==> config.mk <==
export PLATFORM = sky130hd
export DESIGN_NAME = standard_timer
export DESIGN_NICKNAME = d
export VERILOG_FILES = /design/src/logic/standard_timer_pkg.sv /design/src/logic/match_unit.sv /design/src/logic/pin_shaper.sv /design/src/logic/standard_timer.sv
export SDC_FILE = /design/constraint.sdc
export NUM_CORES = 1
export LEC_CHECK = 0
export BUFFER_PORTS_ARGS = -buffer_cell sky130_fd_sc_hd__clkbuf_2
export CAP_MARGIN = 15
export CORE_UTILIZATION = 50
export DETAILED_ROUTE_END_ITERATION = 10
export PLACE_DENSITY = 0.67
export SLEW_MARGIN = 5
export SYNTH_ARGS = -nofsm -noshare
export SYNTH_HDL_FRONTEND = slang
export SYNTH_SLANG_ARGS = --single-unit
==> constraint.sdc <==
create_clock -name sys_clk -period 7.95 [get_ports sys_clk]
set_input_delay 1.59 -clock sys_clk [delete_from_list [all_inputs] [get_ports sys_clk]]
set_output_delay 1.59 -clock sys_clk [all_outputs]
set_load 0.02 [all_outputs]
==> src/logic/standard_timer_pkg.sv <==
// Package for the 16-bit standard timer: register indices, field positions,
// reset values and mode encodings.
// Assumes a byte-wide register port with one-cycle read latency.
package standard_timer_pkg;

  // Register indices on the plain register port
  localparam logic [2:0] ADDR_CONTROL_0    = 3'h0;
  localparam logic [2:0] ADDR_CONTROL_1    = 3'h1;
  localparam logic [2:0] ADDR_COUNT_LOW    = 3'h2;
  localparam logic [2:0] ADDR_COUNT_HIGH   = 3'h3;
  localparam logic [2:0] ADDR_COMPARE_A_LO = 3'h4;
  localparam logic [2:0] ADDR_COMPARE_A_HI = 3'h5;
  localparam logic [2:0] ADDR_PERIOD       = 3'h6;
  localparam logic [2:0] ADDR_FLAGS        = 3'h7;

  // Control 0 fields
  localparam int ON_BIT_POS = 3;

  // Control 1 fields
  localparam int MODE_HI_POS      = 7;
  localparam int MODE_LO_POS      = 6;
  localparam int PIN_FUNC_HI_POS  = 5;
  localparam int PIN_FUNC_LO_POS  = 4;
  localparam int INIT_LEVEL_POS   = 3;
  localparam int POL_INVERT_POS   = 2;
  localparam int DUTY_SWAP_POS    = 1;
  localparam int CLEAR_SELECT_POS = 0;

  // Flag register fields (write one to clear)
  localparam int FLAG_A_POS = 0;
  localparam int FLAG_P_POS = 1;

  // Reset values and counter maximum
  localparam logic [7:0]  CONTROL_RESET = 8'h00;
  localparam logic [7:0]  BYTE_RESET    = 8'h00;
  localparam logic [15:0] COUNT_RESET   = 16'h0000;
  localparam logic [15:0] COUNT_MAX     = 16'hffff;

  // Mode and pin-function encodings
  localparam logic [1:0] MODE_COMPARE = 2'b00;
  localparam logic [1:0] MODE_CAPTURE = 2'b01;
  localparam logic [1:0] MODE_PWM     = 2'b10;
  localparam logic [1:0] MODE_TIMER   = 2'b11;

  localparam logic [1:0] PIN_NONE   = 2'b00;
  localparam logic [1:0] PIN_LOW    = 2'b01;
  localparam logic [1:0] PIN_HIGH   = 2'b10;
  localparam logic [1:0] PIN_TOGGLE = 2'b11;

  localparam logic [1:0] PWM_INACTIVE = 2'b00;
  localparam logic [1:0] PWM_ACTIVE   = 2'b01;
  localparam logic [1:0] PWM_WAVE     = 2'b10;
  localparam logic [1:0] PWM_SINGLE   = 2'b11;

endpackage

==> src/logic/match_unit.sv <==
// Match detection for the two comparators.
// Assumes counter and compare values are stable within the clock.
module match_unit
(
  // Counter and compare values, run enable
  input  wire logic [15:0] count,
  input  wire logic [15:0] compare_a,
  input  wire logic [7:0]  period_value,
  input  wire logic        running,
  // Match results
  output logic             match_a,
  output logic             match_p,
  output logic             at_max
);

  // Period n ends on count n*256-1; period zero wraps at FFFF
  wire logic [7:0] period_last = period_value - 8'h01;

  // Matches only while the counter runs
  assign match_a = running && (count == compare_a);
  assign match_p = running && (count[15:8] == period_last)
                   && (count[7:0] == 8'hff);
  assign at_max  = running && (count == standard_timer_pkg::COUNT_MAX);

endmodule

==> src/logic/pin_shaper.sv <==
// Output pin shaping: polarity inversion and drive enable.
// Assumes the raw level comes from a register in the timer core.
module pin_shaper
(
  // Raw level and controls
  input  wire logic       raw_level,
  input  wire logic       invert,
  input  wire logic       drive,
  // Pin
  output logic            pin_out,
  output logic            pin_oe
);

  assign pin_out = drive ? (raw_level ^ invert) : 1'b0;
  assign pin_oe  = drive;

endmodule

==> src/logic/standard_timer.sv <==
// 16-bit standard timer with compare A, 8-bit period compare and PWM output.
// Assumes one timer tick per sys_clk and a byte register port whose read
// data stand one cycle after the read strobe.
//
// Notes on behaviour
// - Compare mode: initial level set on on-rise
// - PWM mode: initial-level bit picks active level
// - Single pulse: initial level driven on on-rise
// - Timer mode ignores initial level and invert
// - Invert bit inverts the output pin
// - Swap bit exchanges period and duty roles
// - Clear on A, or on P/overflow
// - Clear-select ignored in PWM, pulse, capture
// - Counter readable as two zero-reset bytes
// - Compare A held in two byte registers
// - Period compares counter high byte, n*256
// - Mode bits select compare, capture, PWM, timer
// - Select 0: both A and P flags raised
// - Select 1: only A flag raised
// - Compare A zero: overflow, no A flag
// - Compare mode pin changes on A only
// - A match sets, clears or toggles pin
// - Timer mode leaves the pin undriven
// - PWM: one register clears, other sets duty
// - PWM: separate A and P flags raised
// - PWM pin-function enables wave or forces level
// - Compare pin codes: none, low, high, toggle
// - PWM pin codes: inactive, active, wave, single pulse
// - On-rise clears counter, on-fall holds count
//
// Decided for this implementation: the register offsets and the address-and-strobe port.
module standard_timer
(
  // Clock and reset
  input  wire logic       sys_clk,
  input  wire logic       rst_n,
  // Register port
  input  wire logic [2:0] reg_addr,
  input  wire logic [7:0] reg_wdata,
  input  wire logic       reg_write,
  input  wire logic       reg_read,
  output logic      [7:0] reg_rdata,
  // Output pin
  output logic            timer_output_pin,
  output logic            timer_output_oe,
  // Match events
  output logic            match_a_flag,
  output logic            match_p_flag
);

  logic        on_bit_q;
  logic        on_prev_q;
  logic [7:0]  control_1_q;
  logic [15:0] count_q;
  logic [15:0] count_d;
  logic [7:0]  compare_a_low_q;
  logic [7:0]  compare_a_high_q;
  logic [7:0]  period_compare_q;
  logic [7:0]  count_buf_q;
  logic        flag_a_q;
  logic        flag_p_q;
  logic        level_q;
  logic        level_d;
  logic [7:0]  rdata_q;
  logic [7:0]  rdata_d;

  // Decoded control fields
  wire logic [1:0] mode_bits = {control_1_q[standard_timer_pkg::MODE_HI_POS],
                                control_1_q[standard_timer_pkg::MODE_LO_POS]};
  wire logic [1:0] pin_function_bits =
    {control_1_q[standard_timer_pkg::PIN_FUNC_HI_POS],
     control_1_q[standard_timer_pkg::PIN_FUNC_LO_POS]};
  wire logic initial_level_bit =
    control_1_q[standard_timer_pkg::INIT_LEVEL_POS];
  wire logic polarity_invert_bit =
    control_1_q[standard_timer_pkg::POL_INVERT_POS];
  wire logic duty_period_swap_bit =
    control_1_q[standard_timer_pkg::DUTY_SWAP_POS];
  wire logic clear_select_bit =
    control_1_q[standard_timer_pkg::CLEAR_SELECT_POS];

  wire logic [15:0] compare_a_value = {compare_a_high_q, compare_a_low_q};

  wire logic is_compare = (mode_bits == standard_timer_pkg::MODE_COMPARE);
  wire logic is_timer   = (mode_bits == standard_timer_pkg::MODE_TIMER);
  wire logic is_pwm_grp = (mode_bits == standard_timer_pkg::MODE_PWM);
  wire logic is_single  = is_pwm_grp &&
                          (pin_function_bits == standard_timer_pkg::PWM_SINGLE);
  wire logic is_pwm     = is_pwm_grp && !is_single;
  wire logic is_capture = (mode_bits == standard_timer_pkg::MODE_CAPTURE);

  wire logic on_rise = on_bit_q && !on_prev_q;

  // Matches start once the count has been cleared, the cycle after on-rise
  wire logic counting = on_bit_q && on_prev_q;

  // Comparators
  logic match_a;
  logic match_p;
  logic at_max;

  match_unit u_match
  (
    .count        (count_q),
    .compare_a    (compare_a_value),
    .period_value (period_compare_q),
    .running      (counting),
    .match_a      (match_a),
    .match_p      (match_p),
    .at_max       (at_max)
  );

  // Compare A of zero never matches; the counter just overflows
  wire logic a_zero    = (compare_a_value == standard_timer_pkg::COUNT_RESET);
  wire logic a_event   = match_a && !a_zero;
  wire logic cmp_like  = is_compare || is_timer;

  // Period match at period zero is the natural overflow
  wire logic p_event   = match_p;

  // Counter clear source
  wire logic clear_by_a   = cmp_like && clear_select_bit && a_event;
  wire logic clear_by_p   = cmp_like && !clear_select_bit && p_event;
  wire logic pwm_period_a = is_pwm && duty_period_swap_bit;
  wire logic clear_pwm    = is_pwm &&
                            (pwm_period_a ? a_event : p_event);
  wire logic clear_cap    = is_capture && p_event;
  wire logic wrap_clear   = clear_by_a || clear_by_p || clear_pwm ||
                            clear_cap || at_max;

  // Flag raise conditions
  wire logic raise_a = a_event;
  wire logic raise_p = p_event &&
                       !(cmp_like && clear_select_bit);

  // PWM duty compare: duty from whichever register does not set period
  wire logic [15:0] duty_ref = pwm_period_a ?
                               {period_compare_q, 8'h00} : compare_a_value;
  wire logic duty_zero_p    = pwm_period_a &&
                              (period_compare_q == 8'h00);
  wire logic duty_active    = duty_zero_p ? 1'b1 : (count_q < duty_ref);

  // Register write strobes and the count-high read strobe
  wire logic wr_ctrl0  = reg_write &&
                         (reg_addr == standard_timer_pkg::ADDR_CONTROL_0);
  wire logic wr_ctrl1  = reg_write &&
                         (reg_addr == standard_timer_pkg::ADDR_CONTROL_1);
  wire logic wr_a_low  = reg_write &&
                         (reg_addr == standard_timer_pkg::ADDR_COMPARE_A_LO);
  wire logic wr_a_high = reg_write &&
                         (reg_addr == standard_timer_pkg::ADDR_COMPARE_A_HI);
  wire logic wr_period = reg_write &&
                         (reg_addr == standard_timer_pkg::ADDR_PERIOD);
  wire logic wr_flags  = reg_write &&
                         (reg_addr == standard_timer_pkg::ADDR_FLAGS);
  wire logic rd_high   = reg_read &&
                         (reg_addr == standard_timer_pkg::ADDR_COUNT_HIGH);

  // Single pulse ends on an A match by dropping the on bit
  wire logic pulse_end = is_single && a_event;

  // Plain increment; wrap at FFFF is handled as a clear
  wire logic [15:0] count_inc = 16'(count_q + 16'h0001);

  // Counter next value
  always_comb
  begin
    if (on_rise)
      count_d = standard_timer_pkg::COUNT_RESET;
    else if (!on_bit_q || pulse_end)
      count_d = count_q;
    else if (wrap_clear && !is_single)
      count_d = standard_timer_pkg::COUNT_RESET;
    else
      count_d = count_inc;
  end

  // Output level next value
  always_comb
  begin
    level_d = level_q;
    if (on_rise)
      level_d = initial_level_bit;
    else if (is_compare && a_event)
    begin
      case (pin_function_bits)
        standard_timer_pkg::PIN_LOW:    level_d = 1'b0;
        standard_timer_pkg::PIN_HIGH:   level_d = 1'b1;
        standard_timer_pkg::PIN_TOGGLE: level_d = !level_q;
        default:                        level_d = level_q;
      endcase
    end
    else if (is_single)
      level_d = (on_bit_q && !pulse_end) ? initial_level_bit
                                         : !initial_level_bit;
    else if (is_pwm)
    begin
      case (pin_function_bits)
        standard_timer_pkg::PWM_INACTIVE: level_d = !initial_level_bit;
        standard_timer_pkg::PWM_ACTIVE:   level_d = initial_level_bit;
        default:
          level_d = (on_bit_q && duty_active) ? initial_level_bit
                                              : !initial_level_bit;
      endcase
    end
  end

  // Read data mux
  always_comb
  begin
    rdata_d = 8'h00;
    if (reg_addr == standard_timer_pkg::ADDR_CONTROL_0)
      rdata_d[standard_timer_pkg::ON_BIT_POS] = on_bit_q;
    else if (reg_addr == standard_timer_pkg::ADDR_CONTROL_1)
      rdata_d = control_1_q;
    else if (reg_addr == standard_timer_pkg::ADDR_COUNT_LOW)
      rdata_d = count_buf_q;
    else if (reg_addr == standard_timer_pkg::ADDR_COUNT_HIGH)
      rdata_d = count_q[15:8];
    else if (reg_addr == standard_timer_pkg::ADDR_COMPARE_A_LO)
      rdata_d = compare_a_low_q;
    else if (reg_addr == standard_timer_pkg::ADDR_COMPARE_A_HI)
      rdata_d = compare_a_high_q;
    else if (reg_addr == standard_timer_pkg::ADDR_PERIOD)
      rdata_d = period_compare_q;
    else
    begin
      rdata_d[standard_timer_pkg::FLAG_A_POS] = flag_a_q;
      rdata_d[standard_timer_pkg::FLAG_P_POS] = flag_p_q;
    end
    if (!reg_read)
      rdata_d = 8'h00;
  end

  // Control registers
  always_ff @(posedge sys_clk or negedge rst_n)
  begin
    if (!rst_n)
    begin
      on_bit_q    <= 1'b0;
      on_prev_q   <= 1'b0;
      control_1_q <= standard_timer_pkg::CONTROL_RESET;
    end
    else
    begin
      on_prev_q <= on_bit_q;
      if (wr_ctrl0)
        on_bit_q <= reg_wdata[standard_timer_pkg::ON_BIT_POS];
      else if (pulse_end)
        on_bit_q <= 1'b0;
      if (wr_ctrl1)
        control_1_q <= reg_wdata;
    end
  end

  // Compare registers, written directly byte by byte
  always_ff @(posedge sys_clk or negedge rst_n)
  begin
    if (!rst_n)
    begin
      compare_a_low_q  <= standard_timer_pkg::BYTE_RESET;
      compare_a_high_q <= standard_timer_pkg::BYTE_RESET;
      period_compare_q <= standard_timer_pkg::BYTE_RESET;
    end
    else
    begin
      if (wr_a_low)
        compare_a_low_q <= reg_wdata;
      if (wr_a_high)
        compare_a_high_q <= reg_wdata;
      if (wr_period)
        period_compare_q <= reg_wdata;
    end
  end

  // Counter and low-byte read buffer latched on a high-byte read
  always_ff @(posedge sys_clk or negedge rst_n)
  begin
    if (!rst_n)
    begin
      count_q     <= standard_timer_pkg::COUNT_RESET;
      count_buf_q <= standard_timer_pkg::BYTE_RESET;
    end
    else
    begin
      count_q <= count_d;
      if (rd_high)
        count_buf_q <= count_q[7:0];
    end
  end

  // Sticky flags: a set in the clear cycle wins
  always_ff @(posedge sys_clk or negedge rst_n)
  begin
    if (!rst_n)
    begin
      flag_a_q <= 1'b0;
      flag_p_q <= 1'b0;
    end
    else
    begin
      if (raise_a)
        flag_a_q <= 1'b1;
      else if (wr_flags && reg_wdata[standard_timer_pkg::FLAG_A_POS])
        flag_a_q <= 1'b0;
      if (raise_p)
        flag_p_q <= 1'b1;
      else if (wr_flags && reg_wdata[standard_timer_pkg::FLAG_P_POS])
        flag_p_q <= 1'b0;
    end
  end

  // Output level and read data
  always_ff @(posedge sys_clk or negedge rst_n)
  begin
    if (!rst_n)
    begin
      level_q <= 1'b0;
      rdata_q <= 8'h00;
    end
    else
    begin
      level_q <= level_d;
      rdata_q <= rdata_d;
    end
  end

  assign reg_rdata    = rdata_q;
  assign match_a_flag = flag_a_q;
  assign match_p_flag = flag_p_q;

  // Pin driven in output modes only; timer mode ignores level and invert
  wire logic pin_drive = !is_timer && !is_capture;

  pin_shaper u_pin
  (
    .raw_level (level_q),
    .invert    (polarity_invert_bit),
    .drive     (pin_drive),
    .pin_out   (timer_output_pin),
    .pin_oe    (timer_output_oe)
  );

endmodule

## Word-level counts from Yosys, hierarchy flattened

Cells that the tools add are included.
W data, S select, Z words.

- Register bits: 69
- Logic and storage cells: 127
- Output and inout port bits: 12
- Input port bits: 15

- $add $sub $neg: 2
- Bitwise gates (word level): 1
- Magnitude comparators: 1
- Equal/unequal tests: 19
- Reductions and logical operators: 60
- Muxes and demuxes: 32

Operators by type and width:

| cell | count |
|---|---|
| $mux W16 | 4 |
| $mux W8 | 6 |
| $logic_and A1 B1 Y1 | 33 |
| $add A16 B1 Y16 const B | 1 |
| $eq A16 B16 Y1 | 1 |
| $eq A16 B16 Y1 const B | 1 |
| $logic_not A16 Y1 | 1 |
| $lt A16 B16 Y1 | 1 |
| $mux W1 | 16 |
| $eq A3 B3 Y1 const B | 4 |
| $logic_not A1 Y1 | 11 |
| $eq A2 B2 Y1 const B | 4 |
| $eq A8 B8 Y1 | 1 |
| $eq A8 B8 Y1 const B | 1 |
| $logic_not A8 Y1 | 1 |
| $sub A8 B1 Y8 const B | 1 |
| $eq A3 B2 Y1 const B | 2 |
| $logic_or A1 B1 Y1 | 6 |
| $mux W6 | 1 |
| $reduce_bool A2 Y1 | 3 |
| $ne A5 B3 Y1 const B | 1 |
| $eq A2 B1 Y1 const B | 2 |
| $logic_not A2 Y1 | 2 |
| $mux W4 | 1 |
| 10 further kinds | 10 |

## Logic depth before layout (Yosys ltp)

Gate-level depths: netlist of the first run.

- Depth in word-level cells: 15
- Depth in mapped cells: 14
- Mapped depth without buffers: 12

## Cells and area by module

From an unflattened synthesis of the first run, not the netlist that was laid out.

- Cells, all modules: 449
- Area, all modules: 4484.3 µm²

By module, submodules not included:

| module | cells each | sequential area each (µm²) | times used | area an instance (µm²) |
|---|---|---|---|---|
| standard_timer | 379 | 1726.7 | 1 | 3983.8 |
| match_unit | 67 | 0.0 | 1 | 478.0 |
| pin_shaper | 3 | 0.0 | 1 | 22.5 |

## Worst setup path before layout of the first run

Ideal clock, no wire load.

- Path kind: input to register
- From: input port reg_write
- To: register compare_a_low_q[0]
- Buffers on the path: 1
- Arrival time: 2.943 ns
- Slack: 4.883 ns
- Setup time: 0.125 ns
- Stages on the path: 4
- Data required time: 7.825 ns
- Cells stage by stage: and2_1 clkbuf_1 nor3b_1 mux2_2

- Word-level cells in the longest chain between the ends: 1

Ends and longest elaborated chain:

| item | line | text |
|---|---|---|
| start: declaration | standard_timer.sv:40 | `input wire logic reg_write,` |
| $logic_and A1 B1 Y1 | standard_timer.sv:148 | `wire logic wr_a_low = reg_write &&` |
| end signal: assignment | standard_timer.sv:261 | `compare_a_low_q <= standard_timer_pkg::BYTE_RESET;` |
| end signal: assignment | standard_timer.sv:268 | `compare_a_low_q <= reg_wdata;` |
| end: declaration | standard_timer.sv:56 | `logic [7:0] compare_a_low_q;` |

Every way passes these cells.
A chain may end at the register's enable or synchronous reset.

## Final worst setup path of the first run

- From: register control_1_q[6]
- To: register level_q

- Word-level cells in the longest chain between the ends: 15
- Elaborated cells between the ends (all ways): 25
- Those cells by class: order compare (1); eq/ne (2); mux (9); reduce/logical (13)

Ends and longest elaborated chain:

| item | line | text |
|---|---|---|
| start: declaration | standard_timer.sv:53 | `logic [7:0] control_1_q;` |
| start signal: assignment | standard_timer.sv:242 | `control_1_q <= standard_timer_pkg::CONTROL_RESET;` |
| start signal: assignment | standard_timer.sv:252 | `control_1_q <= reg_wdata;` |
| $eq A2 B2 Y1 | standard_timer.sv:86 | `wire logic is_pwm_grp = (mode_bits == standard_timer_pkg::MODE_PWM);` |
| $logic_and A1 B1 Y1 | standard_timer.sv:87 | `wire logic is_single = is_pwm_grp &&` |
| $logic_not A1 Y1 | standard_timer.sv:89 | `wire logic is_pwm = is_pwm_grp && !is_single;` |
| $logic_and A1 B1 Y1 | standard_timer.sv:89 |  |
| $logic_and A1 B1 Y1 | standard_timer.sv:124 | `wire logic pwm_period_a = is_pwm && duty_period_swap_bit;` |
| $mux W16 | standard_timer.sv:137 | `wire logic [15:0] duty_ref = pwm_period_a ?` |
| $lt A16 B16 Y1 | standard_timer.sv:141 | `wire logic duty_active = duty_zero_p ? 1'b1 : (count_q < duty_ref);` |
| $mux W1 | standard_timer.sv:141 |  |
| $logic_and A1 B1 Y1 | standard_timer.sv:202 | `level_d = (on_bit_q && duty_active) ? initial_level_bit` |
| $mux W1 | standard_timer.sv:202 |  |
| $pmux W1 S2 | standard_timer.sv:198 | `case (pin_function_bits)` |
| $mux W1 | standard_timer.sv:196 | `else if (is_pwm)` |
| $mux W1 | standard_timer.sv:193 | `else if (is_single)` |
| $mux W1 | standard_timer.sv:184 | `else if (is_compare && a_event)` |
| $mux W1 | standard_timer.sv:182 | `if (on_rise)` |
| end signal: assignment | standard_timer.sv:323 | `level_q <= level_d;` |
| end: declaration | standard_timer.sv:62 | `logic level_q;` |

Several ways; a longest one is shown, not always the timed one. The select of a mux whose other input is x is not followed.

==> results of run 1 <==
synthesized netlist by cell type, types with 14 or more instances:
cell type / n / area share [%]
mux2_2: 36 / 8.7
o21ai_0: 17 / 1.8
xnor2_1: 18 / 3.4
inv_1: 14 / 1.1
a21oi_1: 30 / 3.2
nand2_1: 56 / 4.5
ha_1: 21 / 5.6
mux2i_1: 16 / 3.4
clkbuf_1: 21 / 1.7
dfrtp_1: 69 / 37
nand3_1: 20 / 2.1
nor2_1: 23 / 1.8
final timing paths:
kind / end / slack [ns] / cells after the start / start
worst max register to register: level_q / 4.42 / 12 / control_1_q[6]
worst max-delay path: level_q / 4.42 / 12 / control_1_q[6]
min in group asynchronous: on_prev_q / 1.43 / 2 / rst_n
worst min-delay path: match_p_flag / 0.54 / 2 / match_p_flag
max in group asynchronous: count_buf_q[4] / 5.93 / 2 / rst_n
worst min register to register: match_p_flag / 0.54 / 2 / match_p_flag
flip-flops by register name (all words and copies together), names as in the netlist:
signal	flops
reg_rdata	8
count_buf_q	8
count_q	16
compare_a_low_q	8
match_p_flag	1
control_1_q	8
on_bit_q	1
match_a_flag	1
compare_a_high_q	8
on_prev_q	1
level_q	1
period_compare_q	8
through the flow:
stage	hold WS [ns]	cells	area [um^2]	setup WS, ns
after CTS	0.531	613	4970	4.40
final	0.540	614	4970	4.42
after detailed placement	0.514	597	4770	4.22
after global placement	0.514	597	4770	4.39
after floorplan	0.352	499	4680	4.88
after global routing	0.566	614	4970	4.11
cells by family (layout without fill, tap and decap cells):
family / count (synthesis) / after routing / share of synthesized area, %
AOI/OAI and AO/OA: 97 / 97 / 13.9
and+or+nand+nor: 182 / 182 / 20.8
buffers and inverters: 52 / 59 / 5.23
xor gates and xnor gates: 24 / 24 / 4.49
muxes: 54 / 54 / 13.0
adders and majority gates: 21 / 21 / 5.61
DFF: 69 / 69 / 36.9
worst max-delay path, stage by stage, from the launching register on:
cell	delay, ns
dfrtp_1	0.42
inv_1	0.11
ha_1	0.22
nand3_1	0.65
nand2_1	0.28
ha_1	0.28
and4_1	0.21
a221oi_1	0.25
o21ai_0	0.14
o21ai_0	0.25
a311oi_1	0.18
or3_1	0.40
nand4_1	0.09
cell usage in the layout (no fill, tap or decap), types with 13 or more instances in the layout:
cell type / n
a21oi_1: 30
clkbuf_2: 25
dfrtp_1: 69
ha_1: 21
inv_1: 14
mux2_2: 36
mux2i_1: 16
nand2_1: 56
nand3_1: 20
nand4_1: 13
nor2_1: 23
nor3_1: 13
o21ai_0: 17
xnor2_1: 18
cell type report:
cell class / count / area [um^2] / share of cell area [%]
well taps: 108 / 135 / 2.72
repair buffers: 29 / 150 / 3.02
inverters: 14 / 52.6 / 1.06
flip-flops and latches: 69 / 1730 / 34.7
clock inverters: 7 / 73.8 / 1.48
clock buffers: 9 / 124 / 2.49
multi-input cells: 378 / 2710 / 54.5
per-layer routing:
| metal | wire length (um) | vias up |
|---|---|---|
| met2 | 5780 | 138 |
| met3 | 800 | 21 |
| met5 | 0 | - |
| met4 | 234 | 0 |
| met1 | 6080 | 1923 |
| li1 | - | 1818 |
power by group:
group	internal [mW]	total [mW]	switching, mW
Sequential	0.426	0.583	0.157
Combinational	0.189	0.397	0.208
Clock	0.146	0.296	0.150
==> results.cfg, run 1 <==
[status]
status = complete, no violations

[final_layout]
area_delta_synth_final_pct = 6.20
layout-drive-gt1-share_pct = 19.0
postLayoutCoreUtil_pct = 56.0
antenna_cells = 0
layout.nets = 537
fillCellCount = 775

[timing]
slew_violations = 0
skew_ns = 0.0172
fin_tns_setup_ns = 0
period_minus_slack_ns = 3.53
fmax_mhz = 283
hold_viol_final = 0
tightest_slew_ns = 0.912
setup_violations = 0
rsz0062_at_grt = no
fin_crit_sh_pct = 44.4
relSlewSlack_pct = 39.0

[drt]
drc = 0
dr.pass1.iters = 5
via_count = 3900
ant_nets = 0
drt_iter0_drc = 386
vias_per_cell = 6.35
wire_per_inst_um = 21.0
wirelength_um = 12900

[synth]
syn_area_per_cell_um2 = 9.39
synth_edf_count = 0
synth_nets = 535
synth-seq-cells = 69
post_synth_num_cell_types = 65
netlist_area_mm2 = 0.00468
async_flop_share_pct = 100
yosysWarnings = 0
ys.flop_type = dfrtp_1
yosysSeqAreaShare_pct = 36.9
syn_inst = 499

[worst_setup_path]
cp_max_fo = 20
cp-start-kind = register
critPathRequiredTime_ns = 8.24
cp-end-kind = register
arrival_ns = 3.83
worstSetupPathType = register to register

[global_route]
top_usage_layer = met2
grt_max_degree = 70
grt_pass1_wl_um = 20700
grt_pass1_vias = 3636
antenna_found_initial = 0
grt-ovfl-total = 0
use_met1_pct = 41.9
grtUsageMet2_pct = 42.3
grt.total_usage_pct = 28.0
use_met3_pct = 3.97

[clock_network]
clk_pin_slew_ns = 0.08
postCtsSetupBuffers = 0
clock_sinks = 69
cts_root_buf = clkbuf_8
cts_buffer_depth = 2
cts_tree = built
clock_latency_ns = 0.36
hold_buffers = 0
cts-buffers-inserted = 9
htree_levels = 3
postCtsResizedCells = 0

[power_and_ir_drop]
finalPower_mw = 1.28
power.leakage_nw = 2.21
ir_worst_vdd_v = 0.000149
powerDensity_mw_per_mm2 = 256

[hold_path]
worstHoldPathType = register to register

[floorplanning]
core_mm2 = 0.00889
start_util_pct = 52.7
die_h_um = 98.8
io_pins = 27
rows = 34
die-area_mm2 = 0.00976
dieWidth_um = 98.8

[placement]
hpwl_um = 9370
gp_congestion = 0.941
numPortBuffers = 26

[flow_run]
drv_cap = 0
Note: power is estimated with default switching activity, not from simulation.
==> run 2, diff against run 1 <==
- PLACE_DENSITY: 0.67 -> 0.7
- clock period: 7.95 -> 3 ns (I/O delays scaled with it)
==> run 2 against run 1 <==
Compared with the run above:
- clock skew decreased by 0.0031 ns
- final cell count increased by 4.7%
- wire length increased by 4.6%
- global-route usage increased by 1.8 points
- total power increased to 2.8 times the previous value
- critical path depth decreased by 4
- sequential share of layout area decreased by 1.8 points
- via count increased by 4.5%
- flip-flop and latch count unchanged
- fmax increased by 25%
- die area unchanged
- core utilization increased by 3.1 points
==> results.cfg, run 2 (synthesized netlist as in run 1, its figures left out) <==
[placement]
numPortBuffers = 26
place_area_mm2 = 0.00501
placedCellCount = 627
hpwl_um = 10000
place_ws_ns = 0.123
gp_congestion = 0.993

[timing]
setup_violations = 0
fin_crit_sh_pct = 93.9
whs_ns = 0.320
fmax_mhz = 355
period_minus_slack_ns = 2.82
skew_ns = 0.0141
setup_slack_ns = 0.182
relSlewSlack_pct = 47.7
tightest_slew_ns = 0.785
fin_tns_setup_ns = 0
hold_viol_final = 0
rsz0062_at_grt = no
slew_violations = 0

[final_layout]
area_delta_synth_final_pct = 12.0
mostFrequentLayoutCell = dfrtp_1
largest_register_ff_count = 16
postLayoutCoreUtil_pct = 59.0
layout.nets = 566
stdcell_area_mm2 = 0.00525
top_register = count_q
finalNonFillerCells = 643
layout-drive-gt1-share_pct = 23.7
antenna_cells = 0
final_cell_mix = 69 x dfrtp_1, 56 x nand2_1, 36 x mux2_2, 31 x buf_4, 30 x a21oi_1

[floorplanning]
die_h_um = 98.8
io_pins = 27
core_mm2 = 0.00889
start_util_pct = 52.7
die-area_mm2 = 0.00976
dieWidth_um = 98.8
rows = 34

[global_route]
antenna_found_initial = 0
grt_pass1_wl_um = 22300
grt.total_usage_pct = 29.8
grt-ovfl-total = 0
grt_pass1_vias = 4123
grt_max_degree = 38

[worst_setup_path]
cp-start-kind = register
cp-end-kind = register
rrSetupSlack_ns = 0.18
cp_max_fo = 11
ff2ff_path_depth = 8
crit_chain = nor4_4 -> and3_1 -> o2111ai_1 -> or4_4 -> o32ai_4 -> buf_4 -> nor4_1 -> a21o_1
path_delay_family = simple AND/OR/NAND/NOR gates
worstSetupPathType = register to register
cp.buffers_inverters = 1
r2r-start = period_compare_q[3]
critPathRequiredTime_ns = 3.24
reg2reg_to = count_q[0]
path_depth = 8
arrival_ns = 3.06
crit_path_max_incr_delay_ns = 0.56
slowest_stage = dfrtp_1

[drt]
wire_per_inst_um = 21.0
drt_iter0_drc = 389
via_count = 4077
wirelength_um = 13500
dr.pass1.iters = 5
drc = 0
vias_per_cell = 6.34
ant_nets = 0

[clock_network]
hold_buffers = 0
clk_pin_slew_ns = 0.09
cts_tree = built
cts_root_buf = clkbuf_8
htree_levels = 3
clock_latency_ns = 0.35
cts_buffer_depth = 2
clock_sinks = 69
cts-buffers-inserted = 9

[flow_run]
drv_cap = 0

[power_and_ir_drop]
finalPower_mw = 3.60
power.leakage_nw = 2.36
powerDensity_mw_per_mm2 = 687
ir_worst_vdd_v = 0.000456

[hold_path]
worstHoldPathType = input port to asynchronous set/reset pin

[status]
status = complete, no violations
[run 2: cell type report]
class | count | area (um^2)
tap | 108 | 135
sequential | 69 | 1730
timing repair buffer | 58 | 383
fill | 762 | 3640
inverter | 14 | 52.6
clock inverter | 7 | 97.6
multi-input combinational | 378 | 2730
clock buffer | 9 | 124
[run 2: worst max-delay path by stage]
stage                       to                 from
CTS                    level_q       control_1_q[6]
detailed placement     level_q       control_1_q[6]
global placement       level_q       control_1_q[6]
finish              count_q[0]  period_compare_q[3]
global route           level_q       control_1_q[6]
floorplan              level_q       control_1_q[6]
[run 2: worst reg2reg max path: cells and delay by family (launching register included)]
family / cells / cell delay [ns]
AOI/OAI and AO/OA: 3 / 0.79
buffers and inverters: 1 / 0.24
DFF: 1 / 0.56
and+or+nand+nor: 4 / 1.13
[run 2: metal layers]
layer	global-route usage, %	wire length (um)
met1	43.1	5950
met3	4.68	1110
met5	0	0
met2	46.2	6220
met4	8.38	208
[run 2: power breakdown]
part	total (mW)	internal (mW)	switching [mW]
Clock	0.874	0.471	0.403
Combinational	1.32	0.598	0.726
Sequential	1.40	1.13	0.272
[run 2: timing repair]
action                     in CTS  in global routing
setup buffers                   0                  0
setup endpoints to repair       0                  1
resized for setup               0                  3
